`src/design/pbtt_pkg.sv`:
```
package pbtt_pkg;

    // ------------------------------------------------------------------
    // clock and millisecond timebase
    // ------------------------------------------------------------------
    localparam int unsigned CLK_PERIOD_NS = 10;
    localparam int unsigned MS_TIME_NS    = 1000000;
    localparam int unsigned MS_CYCLES     = MS_TIME_NS / CLK_PERIOD_NS;

    // ------------------------------------------------------------------
    // field widths
    // ------------------------------------------------------------------
    localparam int unsigned RTY_W  = 3;
    localparam int unsigned ROT_W  = 24;
    localparam int unsigned SLOT_W = 14;
    localparam int unsigned GAP_W  = 7;
    localparam int unsigned QUI_W  = 8;
    localparam int unsigned SET_W  = 9;
    localparam int unsigned TSDR_W = 10;
    localparam int unsigned IDLE_W = 11;
    localparam int unsigned CYC_W  = 16;
    localparam int unsigned MSC_W  = 17;
    localparam int unsigned DIV_W  = 16;

    // ------------------------------------------------------------------
    // limits and reset values (bit times, except retry counts, gap factor and cycle time in ms)
    // ------------------------------------------------------------------
    localparam logic [RTY_W-1:0]  RTY_MIN      = 3'h1;
    localparam logic [RTY_W-1:0]  RTY_MAX      = 3'h5;
    localparam logic [RTY_W-1:0]  TOK_RTY_RST  = 3'h3;
    localparam logic [RTY_W-1:0]  MSG_RTY_RST  = 3'h1;
    localparam logic [ROT_W-1:0]  ROT_RST      = 24'h005208;
    localparam logic [SLOT_W-1:0] SLOT_MIN     = 14'h0025;
    localparam logic [SLOT_W-1:0] SLOT_RST     = 14'h0064;
    localparam logic [GAP_W-1:0]  GAP_MIN      = 7'h01;
    localparam logic [GAP_W-1:0]  GAP_MAX      = 7'h64;
    localparam logic [GAP_W-1:0]  GAP_RST      = 7'h0a;
    localparam logic [QUI_W-1:0]  QUI_RST      = 8'h00;
    localparam logic [SET_W-1:0]  SET_MIN      = 9'h001;
    localparam logic [SET_W-1:0]  SET_MAX      = 9'h1ee;
    localparam logic [SET_W-1:0]  SET_RST      = 9'h001;
    localparam logic [TSDR_W-1:0] TSDR_MIN     = 10'h00b;
    localparam logic [TSDR_W-1:0] TSDR_RST     = 10'h00b;
    localparam logic [CYC_W-1:0]  CYC_RST      = 16'h0064;
    localparam logic [IDLE_W-1:0] SYN_TIME     = 11'h021;
    localparam logic [IDLE_W-1:0] SM_BASE      = 11'h002;

    // ------------------------------------------------------------------
    // reply supervision states
    // ------------------------------------------------------------------
    typedef enum logic [2:0] {
        ST_IDLE     = 3'b001,
        ST_WAIT_MSG = 3'b010,
        ST_WAIT_TOK = 3'b100
    } pbtt_state_t;

endpackage : pbtt_pkg

```
`src/design/pbtt_bit_tick.sv`:
```
`timescale 1ns/100ps
module pbtt_bit_tick (
    input  wire logic                        mclk_in,
    input  wire logic                        rst_b_in,
    input  wire logic [pbtt_pkg::DIV_W-1:0]  bit_div_in,
    output logic                             tick_out
);

    logic [pbtt_pkg::DIV_W-1:0] cnt_q;
    logic [pbtt_pkg::DIV_W-1:0] cnt_d;
    wire  [pbtt_pkg::DIV_W-1:0] div_m1;
    wire                        last;

    // a divisor of zero behaves as one so the tick never stalls
    assign div_m1 = (bit_div_in == 16'h0000) ? 16'h0000
                                             : bit_div_in - 16'h0001;
    assign last   = (cnt_q >= div_m1);
    assign cnt_d  = last ? 16'h0000 : cnt_q + 16'h0001;

    always_ff @(posedge mclk_in) begin
        if (!rst_b_in) begin
            cnt_q    <= 16'h0000;
            tick_out <= 1'b0;
        end else begin
            cnt_q    <= cnt_d;
            tick_out <= last;
        end
    end

    property p_tick_spacing;
        @(posedge mclk_in) disable iff (!rst_b_in)
        (tick_out && bit_div_in > 16'h0001 && $stable(bit_div_in))
            |=> !tick_out;
    endproperty
    a_tick_spacing: assert property (p_tick_spacing)
        else $error("bit tick repeated inside one bit period");

endmodule : pbtt_bit_tick

```
`src/design/pbtt_token_timing.sv`:
```
`timescale 1ns/100ps
module pbtt_token_timing #(
    parameter int unsigned MS_CYCLES_P = pbtt_pkg::MS_CYCLES
) (
    input  wire logic                         mclk_in,
    input  wire logic                         rst_b_in,
    input  wire logic [pbtt_pkg::DIV_W-1:0]   bit_div_in,
    input  wire logic                         cfg_load_in,
    input  wire logic [pbtt_pkg::RTY_W-1:0]   tok_retry_lim_in,
    input  wire logic [pbtt_pkg::RTY_W-1:0]   msg_retry_lim_in,
    input  wire logic [pbtt_pkg::ROT_W-1:0]   target_rotation_time_in,
    input  wire logic [pbtt_pkg::SLOT_W-1:0]  reply_slot_time_in,
    input  wire logic [pbtt_pkg::GAP_W-1:0]   gap_factor_in,
    input  wire logic [pbtt_pkg::QUI_W-1:0]   quiet_time_in,
    input  wire logic [pbtt_pkg::SET_W-1:0]   setup_time_in,
    input  wire logic [pbtt_pkg::TSDR_W-1:0]  min_resp_delay_in,
    input  wire logic [pbtt_pkg::CYC_W-1:0]   cycle_ms_in,
    input  wire logic [pbtt_pkg::CYC_W-1:0]   cycle_extend_ms_in,
    input  wire logic                         msg_sent_in,
    input  wire logic                         token_sent_in,
    input  wire logic                         reply_start_in,
    input  wire logic                         ack_token_rx_in,
    input  wire logic                         token_rx_in,
    input  wire logic                         gap_result_vld_in,
    input  wire logic [1:0]                   gap_result_in,
    output logic                              slot_timeout_out,
    output logic                              msg_repeat_out,
    output logic                              msg_fail_out,
    output logic                              token_repeat_out,
    output logic                              station_absent_out,
    output logic                              rx_enable_out,
    output logic                              idle_done_out,
    output logic [pbtt_pkg::IDLE_W-1:0]       idle_time_after_ack_out,
    output logic                              rotation_overrun_out,
    output logic                              gap_check_due_out,
    output logic [1:0]                        gap_status_out,
    output logic                              cycle_start_out,
    output logic                              cfg_error_out
);

    // ------------------------------------------------------------------
    // configuration store
    // ------------------------------------------------------------------
    logic [pbtt_pkg::RTY_W-1:0]  tok_lim_q;
    logic [pbtt_pkg::RTY_W-1:0]  msg_lim_q;
    logic [pbtt_pkg::ROT_W-1:0]  rot_lim_q;
    logic [pbtt_pkg::SLOT_W-1:0] slot_q;
    logic [pbtt_pkg::GAP_W-1:0]  gap_q;
    logic [pbtt_pkg::QUI_W-1:0]  qui_q;
    logic [pbtt_pkg::SET_W-1:0]  set_q;
    logic [pbtt_pkg::TSDR_W-1:0] tsdr_q;
    logic [pbtt_pkg::CYC_W-1:0]  cyc_q;
    logic [pbtt_pkg::CYC_W-1:0]  ext_q;
    pbtt_pkg::pbtt_state_t       state_q;
    pbtt_pkg::pbtt_state_t       state_d;
    wire                         load_ok;

    // loading mid-reply would move the goalposts of a running timeout
    assign load_ok = cfg_load_in && (state_q == pbtt_pkg::ST_IDLE);

    always_ff @(posedge mclk_in) begin
        if (!rst_b_in) begin
            tok_lim_q <= pbtt_pkg::TOK_RTY_RST;
            msg_lim_q <= pbtt_pkg::MSG_RTY_RST;
            rot_lim_q <= pbtt_pkg::ROT_RST;
            slot_q    <= pbtt_pkg::SLOT_RST;
            gap_q     <= pbtt_pkg::GAP_RST;
            qui_q     <= pbtt_pkg::QUI_RST;
            set_q     <= pbtt_pkg::SET_RST;
            tsdr_q    <= pbtt_pkg::TSDR_RST;
            cyc_q     <= pbtt_pkg::CYC_RST;
            ext_q     <= 16'h0000;
        end else if (load_ok) begin
            tok_lim_q <= tok_retry_lim_in;
            msg_lim_q <= msg_retry_lim_in;
            rot_lim_q <= target_rotation_time_in;
            slot_q    <= reply_slot_time_in;
            gap_q     <= gap_factor_in;
            qui_q     <= quiet_time_in;
            set_q     <= setup_time_in;
            tsdr_q    <= min_resp_delay_in;
            cyc_q     <= cycle_ms_in;
            ext_q     <= cycle_extend_ms_in;
        end
    end

    // ------------------------------------------------------------------
    // range checks
    // ------------------------------------------------------------------
    wire cfg_bad;
    assign cfg_bad = (tok_lim_q < pbtt_pkg::RTY_MIN)
                  || (tok_lim_q > pbtt_pkg::RTY_MAX)
                  || (msg_lim_q < pbtt_pkg::RTY_MIN)
                  || (msg_lim_q > pbtt_pkg::RTY_MAX)
                  || (slot_q < pbtt_pkg::SLOT_MIN)
                  || (gap_q < pbtt_pkg::GAP_MIN)
                  || (gap_q > pbtt_pkg::GAP_MAX)
                  || ({2'h0, qui_q} >= tsdr_q)
                  || (set_q < pbtt_pkg::SET_MIN)
                  || (set_q > pbtt_pkg::SET_MAX)
                  || (tsdr_q < pbtt_pkg::TSDR_MIN)
                  || (cyc_q == 16'h0000);

    // ------------------------------------------------------------------
    // bit timebase
    // ------------------------------------------------------------------
    logic tick;

    pbtt_bit_tick u_tick (
        .mclk_in    (mclk_in),
        .rst_b_in   (rst_b_in),
        .bit_div_in (bit_div_in),
        .tick_out   (tick)
    );

    // ------------------------------------------------------------------
    // reply supervision and retries
    // ------------------------------------------------------------------
    logic [pbtt_pkg::SLOT_W-1:0] slot_cnt_q;
    logic [pbtt_pkg::RTY_W-1:0]  retry_q;
    wire                         waiting;
    wire                         timeout;
    wire                         give_up;
    wire                         is_tok;
    wire  [pbtt_pkg::RTY_W-1:0]  cur_lim;
    wire  [pbtt_pkg::SLOT_W-1:0] slot_cnt_d;
    wire  [pbtt_pkg::RTY_W-1:0]  retry_d;

    assign waiting = (state_q != pbtt_pkg::ST_IDLE);
    assign is_tok  = (state_q == pbtt_pkg::ST_WAIT_TOK);
    assign cur_lim = is_tok ? tok_lim_q : msg_lim_q;
    // a reply starting in the timeout cycle wins over the timeout
    assign timeout = waiting && tick && !reply_start_in
                  && (slot_cnt_q >= slot_q - 14'h0001);
    assign give_up = timeout && (retry_q >= cur_lim);
    assign slot_cnt_d = !waiting ? 14'h0000
                      : (tick ? slot_cnt_q + 14'h0001 : slot_cnt_q);
    assign retry_d = ((waiting && reply_start_in) || give_up) ? 3'h0
                   : (timeout ? retry_q + 3'h1 : retry_q);

    always_comb begin
        state_d = state_q;
        case (state_q)
            pbtt_pkg::ST_IDLE: begin
                if (msg_sent_in) begin
                    state_d = pbtt_pkg::ST_WAIT_MSG;
                end else if (token_sent_in) begin
                    state_d = pbtt_pkg::ST_WAIT_TOK;
                end
            end
            pbtt_pkg::ST_WAIT_MSG,
            pbtt_pkg::ST_WAIT_TOK: begin
                if (reply_start_in || timeout) begin
                    state_d = pbtt_pkg::ST_IDLE;
                end
            end
            default: begin
                state_d = pbtt_pkg::ST_IDLE;
            end
        endcase
    end

    always_ff @(posedge mclk_in) begin
        if (!rst_b_in) begin
            state_q            <= pbtt_pkg::ST_IDLE;
            slot_cnt_q         <= 14'h0000;
            retry_q            <= 3'h0;
            slot_timeout_out   <= 1'b0;
            msg_repeat_out     <= 1'b0;
            msg_fail_out       <= 1'b0;
            token_repeat_out   <= 1'b0;
            station_absent_out <= 1'b0;
        end else begin
            state_q            <= state_d;
            slot_cnt_q         <= slot_cnt_d;
            retry_q            <= retry_d;
            slot_timeout_out   <= timeout;
            msg_repeat_out     <= timeout && !is_tok && !give_up;
            msg_fail_out       <= give_up && !is_tok;
            token_repeat_out   <= timeout && is_tok && !give_up;
            station_absent_out <= give_up && is_tok;
        end
    end

    // ------------------------------------------------------------------
    // quiet time, idle time and rotation timer
    // ------------------------------------------------------------------
    logic [pbtt_pkg::QUI_W-1:0]  qui_cnt_q;
    logic [pbtt_pkg::IDLE_W-1:0] idle_cnt_q;
    logic [pbtt_pkg::ROT_W-1:0]  rot_cnt_q;
    wire                         sent;
    wire  [pbtt_pkg::IDLE_W-1:0] sm_sum;
    wire  [pbtt_pkg::IDLE_W-1:0] idle_calc;
    wire                         qui_end;
    wire                         idle_end;

    assign sent     = msg_sent_in || token_sent_in;
    assign sm_sum   = pbtt_pkg::SYN_TIME + pbtt_pkg::SM_BASE
                    + {1'b0, set_q, 1'b0} + {3'h0, qui_q};
    assign idle_calc = (sm_sum > {1'b0, tsdr_q}) ? sm_sum
                                                 : {1'b0, tsdr_q};
    assign qui_end  = tick && (qui_cnt_q >= qui_q - 8'h01);
    assign idle_end = tick && (idle_cnt_q >= idle_calc - 11'h001);

    always_ff @(posedge mclk_in) begin
        if (!rst_b_in) begin
            qui_cnt_q     <= 8'h00;
            rx_enable_out <= 1'b1;
        end else if (sent) begin
            qui_cnt_q     <= 8'h00;
            rx_enable_out <= (qui_q == 8'h00);
        end else if (!rx_enable_out && tick) begin
            qui_cnt_q     <= qui_cnt_q + 8'h01;
            rx_enable_out <= qui_end;
        end
    end

    always_ff @(posedge mclk_in) begin
        if (!rst_b_in) begin
            idle_cnt_q              <= 11'h000;
            idle_done_out           <= 1'b1;
            idle_time_after_ack_out <= 11'h000;
        end else begin
            idle_time_after_ack_out <= idle_calc;
            if (ack_token_rx_in) begin
                idle_cnt_q    <= 11'h000;
                idle_done_out <= 1'b0;
            end else if (!idle_done_out && tick) begin
                idle_cnt_q    <= idle_cnt_q + 11'h001;
                idle_done_out <= idle_end;
            end
        end
    end

    always_ff @(posedge mclk_in) begin
        if (!rst_b_in) begin
            rot_cnt_q            <= 24'h000000;
            rotation_overrun_out <= 1'b0;
        end else if (token_rx_in) begin
            rot_cnt_q            <= 24'h000000;
            rotation_overrun_out <= 1'b0;
        end else begin
            // saturates so an orphaned token cannot wrap to "on time"
            if (tick && rot_cnt_q != 24'hffffff) begin
                rot_cnt_q <= rot_cnt_q + 24'h000001;
            end
            rotation_overrun_out <= rotation_overrun_out
                                 || (rot_cnt_q >= rot_lim_q);
        end
    end

    // ------------------------------------------------------------------
    // gap check pacing and cycle period
    // ------------------------------------------------------------------
    localparam logic [pbtt_pkg::MSC_W-1:0] MS_LAST =
        pbtt_pkg::MSC_W'(MS_CYCLES_P - 1);

    logic [pbtt_pkg::GAP_W-1:0] gap_cnt_q;
    logic [pbtt_pkg::MSC_W-1:0] ms_cnt_q;
    logic [pbtt_pkg::MSC_W-1:0] cyc_cnt_q;
    logic                       ms_tick_q;
    wire                        gap_due;
    wire  [pbtt_pkg::MSC_W-1:0] period;
    wire                        cyc_end;

    assign gap_due = token_rx_in && (gap_cnt_q >= gap_q - 7'h01);
    assign period  = {1'b0, cyc_q} + {1'b0, ext_q};
    assign cyc_end = ms_tick_q && (cyc_cnt_q >= period - 17'h00001);

    always_ff @(posedge mclk_in) begin
        if (!rst_b_in) begin
            gap_cnt_q         <= 7'h00;
            gap_check_due_out <= 1'b0;
            gap_status_out    <= 2'h0;
            cfg_error_out     <= 1'b0;
        end else begin
            if (token_rx_in) begin
                gap_cnt_q <= gap_due ? 7'h00 : gap_cnt_q + 7'h01;
            end
            gap_check_due_out <= gap_due;
            if (gap_result_vld_in) begin
                gap_status_out <= gap_result_in;
            end
            cfg_error_out <= cfg_bad;
        end
    end

    always_ff @(posedge mclk_in) begin
        if (!rst_b_in) begin
            ms_cnt_q        <= 17'h00000;
            ms_tick_q       <= 1'b0;
            cyc_cnt_q       <= 17'h00000;
            cycle_start_out <= 1'b0;
        end else begin
            ms_cnt_q  <= (ms_cnt_q >= MS_LAST) ? 17'h00000
                                               : ms_cnt_q + 17'h00001;
            ms_tick_q <= (ms_cnt_q >= MS_LAST);
            if (ms_tick_q) begin
                cyc_cnt_q <= cyc_end ? 17'h00000 : cyc_cnt_q + 17'h00001;
            end
            cycle_start_out <= cyc_end;
        end
    end

    // ------------------------------------------------------------------
    // checks
    // ------------------------------------------------------------------
    property p_slot_timeout;
        @(posedge mclk_in) disable iff (!rst_b_in)
        slot_timeout_out |-> ($past(slot_cnt_q) >= $past(slot_q) - 14'h0001)
                             && state_q == pbtt_pkg::ST_IDLE;
    endproperty
    a_slot_timeout: assert property (p_slot_timeout)
        else $error("slot timeout before slot time elapsed");

    property p_msg_limit;
        @(posedge mclk_in) disable iff (!rst_b_in)
        msg_repeat_out |-> $past(retry_q) < $past(msg_lim_q)
                           && retry_q == $past(retry_q) + 3'h1;
    endproperty
    a_msg_limit: assert property (p_msg_limit)
        else $error("telegram repeated past its limit");

    property p_tok_limit;
        @(posedge mclk_in) disable iff (!rst_b_in)
        station_absent_out |-> $past(retry_q) >= $past(tok_lim_q)
                               && retry_q == 3'h0;
    endproperty
    a_tok_limit: assert property (p_tok_limit)
        else $error("station declared absent before retries ran out");

    property p_rotation;
        @(posedge mclk_in) disable iff (!rst_b_in)
        (rot_cnt_q >= rot_lim_q && !token_rx_in) |=> rotation_overrun_out;
    endproperty
    a_rotation: assert property (p_rotation)
        else $error("rotation overrun not flagged");

    property p_quiet;
        @(posedge mclk_in) disable iff (!rst_b_in)
        (sent && qui_q != 8'h00) |=> !rx_enable_out;
    endproperty
    a_quiet: assert property (p_quiet)
        else $error("receiver enabled inside quiet time");

    property p_idle_wait;
        @(posedge mclk_in) disable iff (!rst_b_in)
        ack_token_rx_in |=> !idle_done_out
                            && idle_time_after_ack_out >= {1'b0, tsdr_q};
    endproperty
    a_idle_wait: assert property (p_idle_wait)
        else $error("idle time not enforced after ack or token");

    property p_gap_due;
        @(posedge mclk_in) disable iff (!rst_b_in)
        gap_check_due_out |-> $past(token_rx_in) && gap_cnt_q == 7'h00;
    endproperty
    a_gap_due: assert property (p_gap_due)
        else $error("gap check requested without token rotation");

    property p_cycle;
        @(posedge mclk_in) disable iff (!rst_b_in)
        cycle_start_out |-> $past(ms_tick_q) && cyc_cnt_q == 17'h00000;
    endproperty
    a_cycle: assert property (p_cycle)
        else $error("cycle start off the millisecond grid");

endmodule : pbtt_token_timing

```
`config.mk`:
```
export PLATFORM = sky130hd
export DESIGN_NAME = pbtt_token_timing
export DESIGN_NICKNAME = d
export VERILOG_FILES = /design/src/design/pbtt_pkg.sv /design/src/design/pbtt_bit_tick.sv /design/src/design/pbtt_token_timing.sv
export SDC_FILE = /design/constraint.sdc
export NUM_CORES = 1
export LEC_CHECK = 0
export ABC_CLOCK_PERIOD_IN_PS = 6000
export BUFFER_PORTS_ARGS = -buffer_cell sky130_fd_sc_hd__clkbuf_2
export CAP_MARGIN = 20
export CELL_PAD_IN_SITES_DETAIL_PLACEMENT = 0
export CELL_PAD_IN_SITES_GLOBAL_PLACEMENT = 2
export CORE_UTILIZATION = 33
export CTS_BUF_LIST = sky130_fd_sc_hd__clkbuf_8
export DETAILED_ROUTE_END_ITERATION = 8
export PLACE_DENSITY_LB_ADDON = 0.1
export SLEW_MARGIN = 25
export SYNTH_ARGS = -nofsm -noshare
export SYNTH_HDL_FRONTEND = slang
export SYNTH_SLANG_ARGS = --single-unit
```
`constraint.sdc`:
```
create_clock -name mclk_in -period 6 [get_ports mclk_in]
set_clock_uncertainty 0.15 [all_clocks]
set_input_delay 1.2 -clock mclk_in [delete_from_list [all_inputs] [get_ports mclk_in]]
set_output_delay 1.2 -clock mclk_in [all_outputs]
set_load 0.02 [all_outputs]
```
== Word-level counts from Yosys, hierarchy flattened ==
Index checks and enable logic that the tools add are counted.

* Flip-flop bits (word level): 256
* Input bits: 137
* Output and inout bits: 24
* Word-level logic and storage cells: 148

* Add/subtract/negate cells: 18
* $lt $le $gt $ge: 21
* Equal/unequal tests: 7
* Multiplexer cells: 13
* Bitwise logic cells: 1
* Reductions and logical operators: 53

{| class="wikitable"
|+ Operators by type and width
! cell !! count
|-
| adder 17 x 1 -> 17 bit, second input constant || 2
|-
| logical NOT 16 bit || 2
|-
| adder 24 x 1 -> 24 bit, second input constant || 1
|-
| >= comparator 24 bit || 1
|-
| inequality test 24 bit, second input constant || 1
|-
| logical AND 1 bit || 19
|-
| adder 16 x 16 -> 17 bit || 1
|-
| >= comparator 17 bit || 1
|-
| >= comparator 17 bit, second input constant || 1
|-
| two-way mux 17 bit || 1
|-
| subtractor 17 x 1 -> 17 bit, second input constant || 1
|-
| adder 16 x 1 -> 16 bit, second input constant || 1
|-
| >= comparator 16 bit || 1
|-
| two-way mux 16 bit || 1
|-
| subtractor 16 x 1 -> 16 bit, second input constant || 1
|-
| logical OR 1 bit || 15
|-
| adder 14 x 1 -> 14 bit, second input constant || 1
|-
| >= comparator 14 bit || 1
|-
| < comparator 14 x 6 -> 1 bit, second input constant || 1
|-
| OR reduction 2 bit || 7
|-
| subtractor 14 x 1 -> 14 bit, second input constant || 1
|-
| two-way mux 3 bit || 4
|-
| adder 11 x 1 -> 11 bit, second input constant || 1
|-
| adder 11 x 8 -> 11 bit || 1
|-
| 35 further kinds || 46
|}

== Depth between registers and ports, before layout ==
Gate-level depths: netlist of run 1.

* Word-level depth: 12
* Gate-level depth with buffers: 31
* Gate-level depth less buffers: 29

== Hierarchy ==
From an unflattened synthesis of run 1, not the netlist that was laid out.

* Cells, all modules: 1868
* Area, all modules: 15080.7 sq um

{| class="wikitable"
|+ Modules (own cells, without submodules)
! module !! times used !! cells each !! area an instance (sq um) !! seq. area each (sq um)
|-
| pbtt_token_timing || 1 || 1692 || 13708.1 || 4784.6
|-
| pbtt_bit_tick || 1 || 176 || 1372.6 || 340.3
|}

== Worst setup path after synthesis of run 1 ==
Ideal clock, no wire load.

* Kind: register to register
* Start point: reg qui_q[1] (netlist name)
* End point: reg idle_done_out
* Library setup time: 0.120 ns
* Arrival: 5.623 ns
* Data required time: 5.730 ns
* Slack: 0.107 ns
* Stages on the path, launching flop included: 30
* Path buffers: 2
* Period minus slack after synthesis: 5.893 ns
* Cells stage by stage: dfxtp_1 inv_1 ha_1 inv_1 ha_1 inv_1 fa_1 nand2b_1 a21oi_1 xor2_1 ha_1 nand4_1 or4_1 o211ai_2 nand2_1 buf_2 clkbuf_1 nand2_1 o21ai_0 ha_1 nor4b_1 mux2i_1 a21oi_1 xnor2_1 ha_1 a21o_1 a211o_1 a311oi_1 a21o_1 a21oi_1

* Word-level cells in the longest chain between the ends: 8

{| class="wikitable"
|+ RTL lines
! what !! line !! text
|-
| start, declared || pbtt_token_timing.sv:49 || <nowiki>logic [pbtt_pkg::QUI_W-1:0] qui_q;</nowiki>
|-
| start signal, assigned || pbtt_token_timing.sv:68 || <nowiki>qui_q <= pbtt_pkg::QUI_RST;</nowiki>
|-
| start signal, assigned || pbtt_token_timing.sv:79 || <nowiki>qui_q <= quiet_time_in;</nowiki>
|-
| adder 11 x 8 -> 11 bit (*) || pbtt_token_timing.sv:199 || <nowiki>+ {1'b0, set_q, 1'b0} + {3'h0, qui_q};</nowiki>
|-
| greater-than comparator 11 x 10 -> 1 bit || pbtt_token_timing.sv:200 || <nowiki>assign idle_calc = (sm_sum > {1'b0, tsdr_q}) ? sm_sum</nowiki>
|-
| two-way mux 11 bit (*) || pbtt_token_timing.sv:200 ||
|-
| subtractor 11 x 1 -> 11 bit (*) || pbtt_token_timing.sv:203 || <nowiki>assign idle_end = tick && (idle_cnt_q >= idle_calc - 11'h001);</nowiki>
|-
| >= comparator 11 bit (*) || pbtt_token_timing.sv:203 ||
|-
| logical AND 1 bit (*) || pbtt_token_timing.sv:203 ||
|-
| two-way mux 1 bit (*) || pbtt_token_timing.sv:228 || <nowiki>end else if (!idle_done_out && tick) begin</nowiki>
|-
| two-way mux 1 bit (*) || pbtt_token_timing.sv:225 || <nowiki>if (ack_token_rx_in) begin</nowiki>
|-
| end signal, assigned || pbtt_token_timing.sv:230 || <nowiki>idle_done_out <= idle_end;</nowiki>
|-
| end, declared || pbtt_token_timing.sv:32 || <nowiki>output logic idle_done_out,</nowiki>
|}

Mark *: on every way between the ends. The rest lies on a longest branch, timed or not. The select of a mux whose other input is x is not followed.
A chain may end at the register's enable or synchronous reset.

== Worst setup path in the final report of run 1 ==
Same ends and word-level chain as after synthesis.

==> results.cfg, run 1 <==
[timing]
hold_viol_final = 0
layout_setup_ws_ps = 356
rsz0062_at_grt = false
fin_crit_ps = 5640
slew_violations = 0
finalCritPeriodShare_pct = 94.1
fmax_ghz = 0.177
maxSlewHeadroom_pct = 33.3
fin_setup_tns_ps = 0
setup_viol = 0
worst_slew_pin_slew_ps = 997

[critical_path]
cp-start-kind = flop
crit_arrival_ps = 5990
critPathMaxFanout = 5
required_ps = 6350
max_stage_delay_ps = 420
reg2reg_from = qui_q[1]$_SDFFE_PN0P_
cp-end-kind = flop
crit_slowest_cell = or4_1
crit_type = flop to flop
cp-startpoint = qui_q[1]$_SDFFE_PN0P_

[logic_synthesis]
avgSynthCellArea_um2 = 8.10
synthesis.area_um2 = 15300
async_reset_ff_share_pct = 0
yosys_warnings = 0
syn_nets = 2209
synth-seq-cells = 256
synth_edf_count = 0
synthFlopType = dfxtp_1
ys_seq_area_share_pct = 33.5
synthCells = 1891
ys_types = 74

[place]
dp_hpwl_um = 31600
post-place-ws_ps = -231
port_buffers = 160
gp_congestion = 0.802

[routing]
remaining_drc_errors = 0
avgRoutedWirePerCell_um = 15.7
vias = 13300
wirelength_um = 42400
drtIter0Drc = 542
ant_nets = 0
routed_via_density = 4.91
drt-pass1-iter-count = 5

[clock_tree]
htreeDepth = 2
numClockSinks = 256
cts_made_buffers = 51
cts_tree = done
clk_pin_slew_ps = 60
clock_latency_ps = 630
clockBufferDepth = 3
cts-root-buf = clkbuf_8

[die]
dieArea_um2 = 47300
die_h_um = 217
io_pins = 161
start_util_pct = 33.6
fp.dieW_um = 217
rows = 78
coreArea_um2 = 45600

[grt]
grt-ovfl-total = 0
antenna_found_initial = 5
grt_use_total_pct = 18.2
grt_pass1_vias = 13300
grt_pass1_wl_um = 69100
grt_max_degree = 85

[pwr]
p_clk_share_pct = 37.0
ir_drop_mv = 0.170
combPwrFrac_pct = 25.4
switching_power_mw = 1.59
sw_frac_of_total_pct = 32.1
leakage_nw = 7.81
power.density_nw_per_um2 = 276
p_int_mw = 3.37
pwr-share-seq_pct = 37.6

[min_path]
hold_path_class = flop to flop
hold_start = ext_q[4]$_SDFFE_PN0P_

[finish]
nets = 2384
syn2layout_area_growth_pct = 17.5
drive_gt1_share_pct = 14.7

[flow_run]
drv_cap = 0

[outcome]
status = finished clean
-- per-stage QoR --
step / hold slack (ps) / power [mW] / area, um^2 / std cells / utilization (%)
2_1_floorplan: 280 / 2.75 / 15300 / 1891 / -
3_3_place_gp: 294 / 3.11 / 16800 / 2608 / 36.9
3_5_place_dp: 296 / 3.12 / 16800 / 2608 / 36.9
4_1_cts: 305 / 5.02 / 17900 / 2699 / 39.3
5_1_grt: 326 / 5.32 / 18000 / 2704 / 39.5
6_report: 304 / 4.96 / 18000 / 2707 / 39.5
-- worst max-delay path: cells and delay by family (launching register included) --
kind / cells / cell delay [ps]
compound gates: 10 / 1530
xor+xnor: 1 / 200
fa+ha+maj: 6 / 1610
buf+inv: 4 / 350
flops: 1 / 320
mux: 1 / 200
simple gates: 7 / 1160
-- power groups by stage --
stage	Combinational (mW)	Clock (mW)	Sequential, mW
global placement	1.21	0	1.90
detailed placement	1.22	0	1.90
CTS	1.24	1.92	1.87
global route	1.44	2.00	1.88
finish	1.26	1.84	1.87
floorplan	0.845	0	1.91
-- area by class of cell --
cell class | instances | area, um^2
flip-flops and latches | 256 | 5130
clock inverters | 23 | 129
multi-input cells | 1425 | 9480
fillers | 4800 | 27600
inverters | 140 | 528
diodes | 4 | 10.0
clock buffers | 67 | 922
well taps | 600 | 751
repair buffers | 192 | 1050
-- synth_stat cells, types with 17 or more instances --
cell       instances  area share, %
nand2b_1          17           0.69
dfxtp_1          256             33
and3_1            19           0.78
nand2_1          309            7.6
o21ai_0           40            1.3
inv_1            139            3.4
nor4_1            18           0.74
a2111oi_0         17           0.97
nor2_1           142            3.5
clkbuf_1          60            1.5
ha_1             179             15
xor2_1            85            4.9
nand4_1           34            1.4
or3_1             18           0.74
nor3_1            50            1.6
a21o_1            34            1.7
nand3_1           51            1.7
a21oi_1          165            5.4
xnor2_1           66            3.8
-- cells in the final DEF, fill, tap and decap left out, drive strengths merged, types with 8 or more instances in the layout --
cell type / count
and2: 8
a211oi: 15
ha: 179
nand2b: 17
dfxtp: 256
nor4: 18
xor2: 85
nor2b: 11
o21ai: 45
a21o: 34
xnor2: 66
inv: 155
nand3: 51
clkbuf: 227
o21bai: 8
nand2: 309
o21a: 14
nor2: 142
a2111oi: 17
a21oi: 167
nor3: 50
or3: 19
mux2i: 16
o211ai: 17
and3: 19
buf: 32
nand4: 34
and4: 11
-- path summary, 6_finish.rpt --
path,endpoint,slack [ps],cells past startpoint
min reg2reg,ext_q[4]$_SDFFE_PN0P_,300,2
max reg2reg,idle_done_out$_SDFFE_PN1P_,360,29
max,idle_done_out$_SDFFE_PN1P_,360,29
min,ext_q[4]$_SDFFE_PN0P_,300,2
-- per-layer routing --
metal | share of wire, % | global-route usage, %
met5 | 0 | 0
met4 | 1.7 | 5.28
met3 | 4.7 | 3.81
met2 | 45 | 29.9
met1 | 48 | 23.8
-- repair_timing --
action	CTS	global route
buffers inserted	1	4
hold buffers	0	0
endpoints found under the setup margin	1	1
gates resized for setup	5	17
pin swaps	0	3
-- sequential cells by signal, summed over array words and instances, names as in the netlist, 2 cells and up --
| register | flops |
|---|---|
| qui_q | 8 |
| idle_cnt_q | 11 |
| rot_cnt_q | 24 |
| gap_q | 7 |
| cyc_q | 16 |
| ext_q | 16 |
| tok_lim_q | 3 |
| idle_time_after_ack_out | 11 |
| qui_cnt_q | 8 |
| gap_status_out | 2 |
| set_q | 9 |
| rot_lim_q | 24 |
| slot_cnt_q | 14 |
| msg_lim_q | 3 |
| tsdr_q | 10 |
| retry_q | 3 |
| slot_q | 14 |
| u_tick.cnt_q | 16 |
| state_q | 3 |
| cyc_cnt_q | 17 |
| ms_cnt_q | 17 |
| gap_cnt_q | 7 |
-- cells by family (layout without fill, tap and decap cells) --
kind of cell,count (synthesis),count (layout),synth area share [%]
xor+xnor,151,151,8.63
fa+ha+maj,181,181,14.9
other cells,0,4,0
buf+inv,210,422,5.30
simple gates,718,718,21.7
flops,256,256,33.5
mux,20,20,1.34
compound gates,355,355,14.7
Power figures use the tool's default switching activity.
==> inputs of run 2 (changes only) <==
Settings changed: CTS_BUF_LIST sky130_fd_sc_hd__clkbuf_8 to sky130_fd_sc_hd__clkbuf_4 sky130_fd_sc_hd__clkbuf_8.
==> results.cfg, run 2 (same netlist as run 1, synthesis figures left out) <==
[outcome]
status = finished clean

[pwr]
ir_drop_mv = 0.174
leakage_nw = 7.80
total_power_mw = 5.05
power.density_nw_per_um2 = 280

[grt]
grt-ovfl-total = 0
grt_max_degree = 85
grt_pass1_vias = 13300
grt_pass1_wl_um = 69100
antenna_found_initial = 5
grt_use_total_pct = 18.2

[finish]
syn2layout_area_growth_pct = 17.9
fin_util_pct = 39.6
mostFrequentLayoutCell = nand2_1
drive_gt1_share_pct = 15.4
ff_latch_area_um2 = 5130
stdcell_count = 2707
multiInputGateArea_um2 = 9480
design_area_um2 = 18100
final_cell_mix = 307 x nand2_1, 255 x dfxtp_1, 177 x ha_1
nFillCells = 4790
top_regs = rot_cnt_q x24, rot_lim_q x24
nets = 2384

[clock_tree]
cts-root-buf = clkbuf_8
cts_tree = done
clock_latency_ps = 630
clk_pin_slew_ps = 60
clockBufferDepth = 3
htreeDepth = 2
numClockSinks = 256
holdBufCountCts = 0
cts_made_buffers = 51

[timing]
fmax_ghz = 0.177
setup_viol = 0
rsz0062_at_grt = false
finalCritPeriodShare_pct = 94.0
hold_viol_final = 0
maxSlewHeadroom_pct = 33.3
fin_crit_ps = 5640
slew_violations = 0
worst_slew_pin_slew_ps = 997

[routing]
routed_via_density = 4.92
drt-pass1-iter-count = 5
avgRoutedWirePerCell_um = 15.7
route.met3.wl_um = 1900
wirelength_um = 42400
vias = 13300
m1WireLength_um = 20500
drtIter0Drc = 564
wl_met2_um = 19300
remaining_drc_errors = 0
highest_layer = met4
ant_nets = 0

[critical_path]
crit_type = flop to flop
max_stage_delay_ps = 420
required_ps = 6350
crit_slowest_cell = or4_1
cp-start-kind = flop
crit_arrival_ps = 5990
cp-end-kind = flop
critPathMaxFanout = 5

[die]
coreArea_um2 = 45600
fp.dieW_um = 217
start_util_pct = 33.6
die_h_um = 217
rows = 78
dieArea_um2 = 47300
io_pins = 161

[place]
dp_cells = 2608
dp_hpwl_um = 31600
port_buffers = 160
place_area_um2 = 16800
gp_congestion = 0.802

[flow_run]
drv_cap = 0

[min_path]
hold_path_class = flop to flop
==> run 2: critical path: cells and delay by family (launching register included) <==
kind	cells	cell delay (ps)
flip-flops	1	320
AND/OR/NAND/NOR	7	1160
multiplexers	1	200
buffers and inverters	4	350
XOR/XNOR	1	200
AO/OA/AOI/OAI	10	1530
adder cells (fa/ha/maj)	6	1610
==> run 2: layer usage <==
layer  track usage (%)  vias up
met5                 0        -
met4              5.28        0
met3              3.81       47
met2              30.0      221
met1              23.8     6150
li1                  -     6888
==> run 2: per-stage QoR <==
stage          worst slack, ps  hold slack [ps]  TNS (ps)
6_report                   358              304         0
5_1_grt                   10.1              326         0
4_1_cts                   21.5              305         0
3_5_place_dp              -231              296      -231
3_3_place_gp              23.3              294         0
2_1_floorplan              107              280         0
==> run 2: what timing repair did <==
action	4_1_cts	5_1_grt
resized for setup	5	17
pin swaps	0	3
setup buffers	1	4
endpoints found under the setup margin	1	1
==> run 2: cell type report <==
type                    instances  area share [%]
well taps                     600            4.16
multi-input cells            1425            52.5
repair buffers                192            5.84
diodes                          4          0.0554
inverters                     140            2.92
clock buffers                  81            5.69
clock inverters                 9           0.423
flip-flops and latches        256            28.4
==> run 2: power breakdown <==
| part | internal [mW] | total (mW) | switching, mW |
|---|---|---|---|
| registers | 1.79 | 1.87 | 0.0731 |
| clock network | 1.12 | 1.92 | 0.802 |
| logic | 0.540 | 1.26 | 0.718 |
| total | 3.46 | 5.05 | 1.59 |
==> run 2: worst paths after layout <==
kind | from | endpoint | slack, ps | depth (start not counted)
max | qui_q[1]$_SDFFE_PN0P_ | idle_done_out$_SDFFE_PN1P_ | 360 | 29
min | ext_q[4]$_SDFFE_PN0P_ | ext_q[4]$_SDFFE_PN0P_ | 300 | 2
max reg2reg | qui_q[1]$_SDFFE_PN0P_ | idle_done_out$_SDFFE_PN1P_ | 360 | 29
min reg2reg | ext_q[4]$_SDFFE_PN0P_ | ext_q[4]$_SDFFE_PN0P_ | 300 | 2
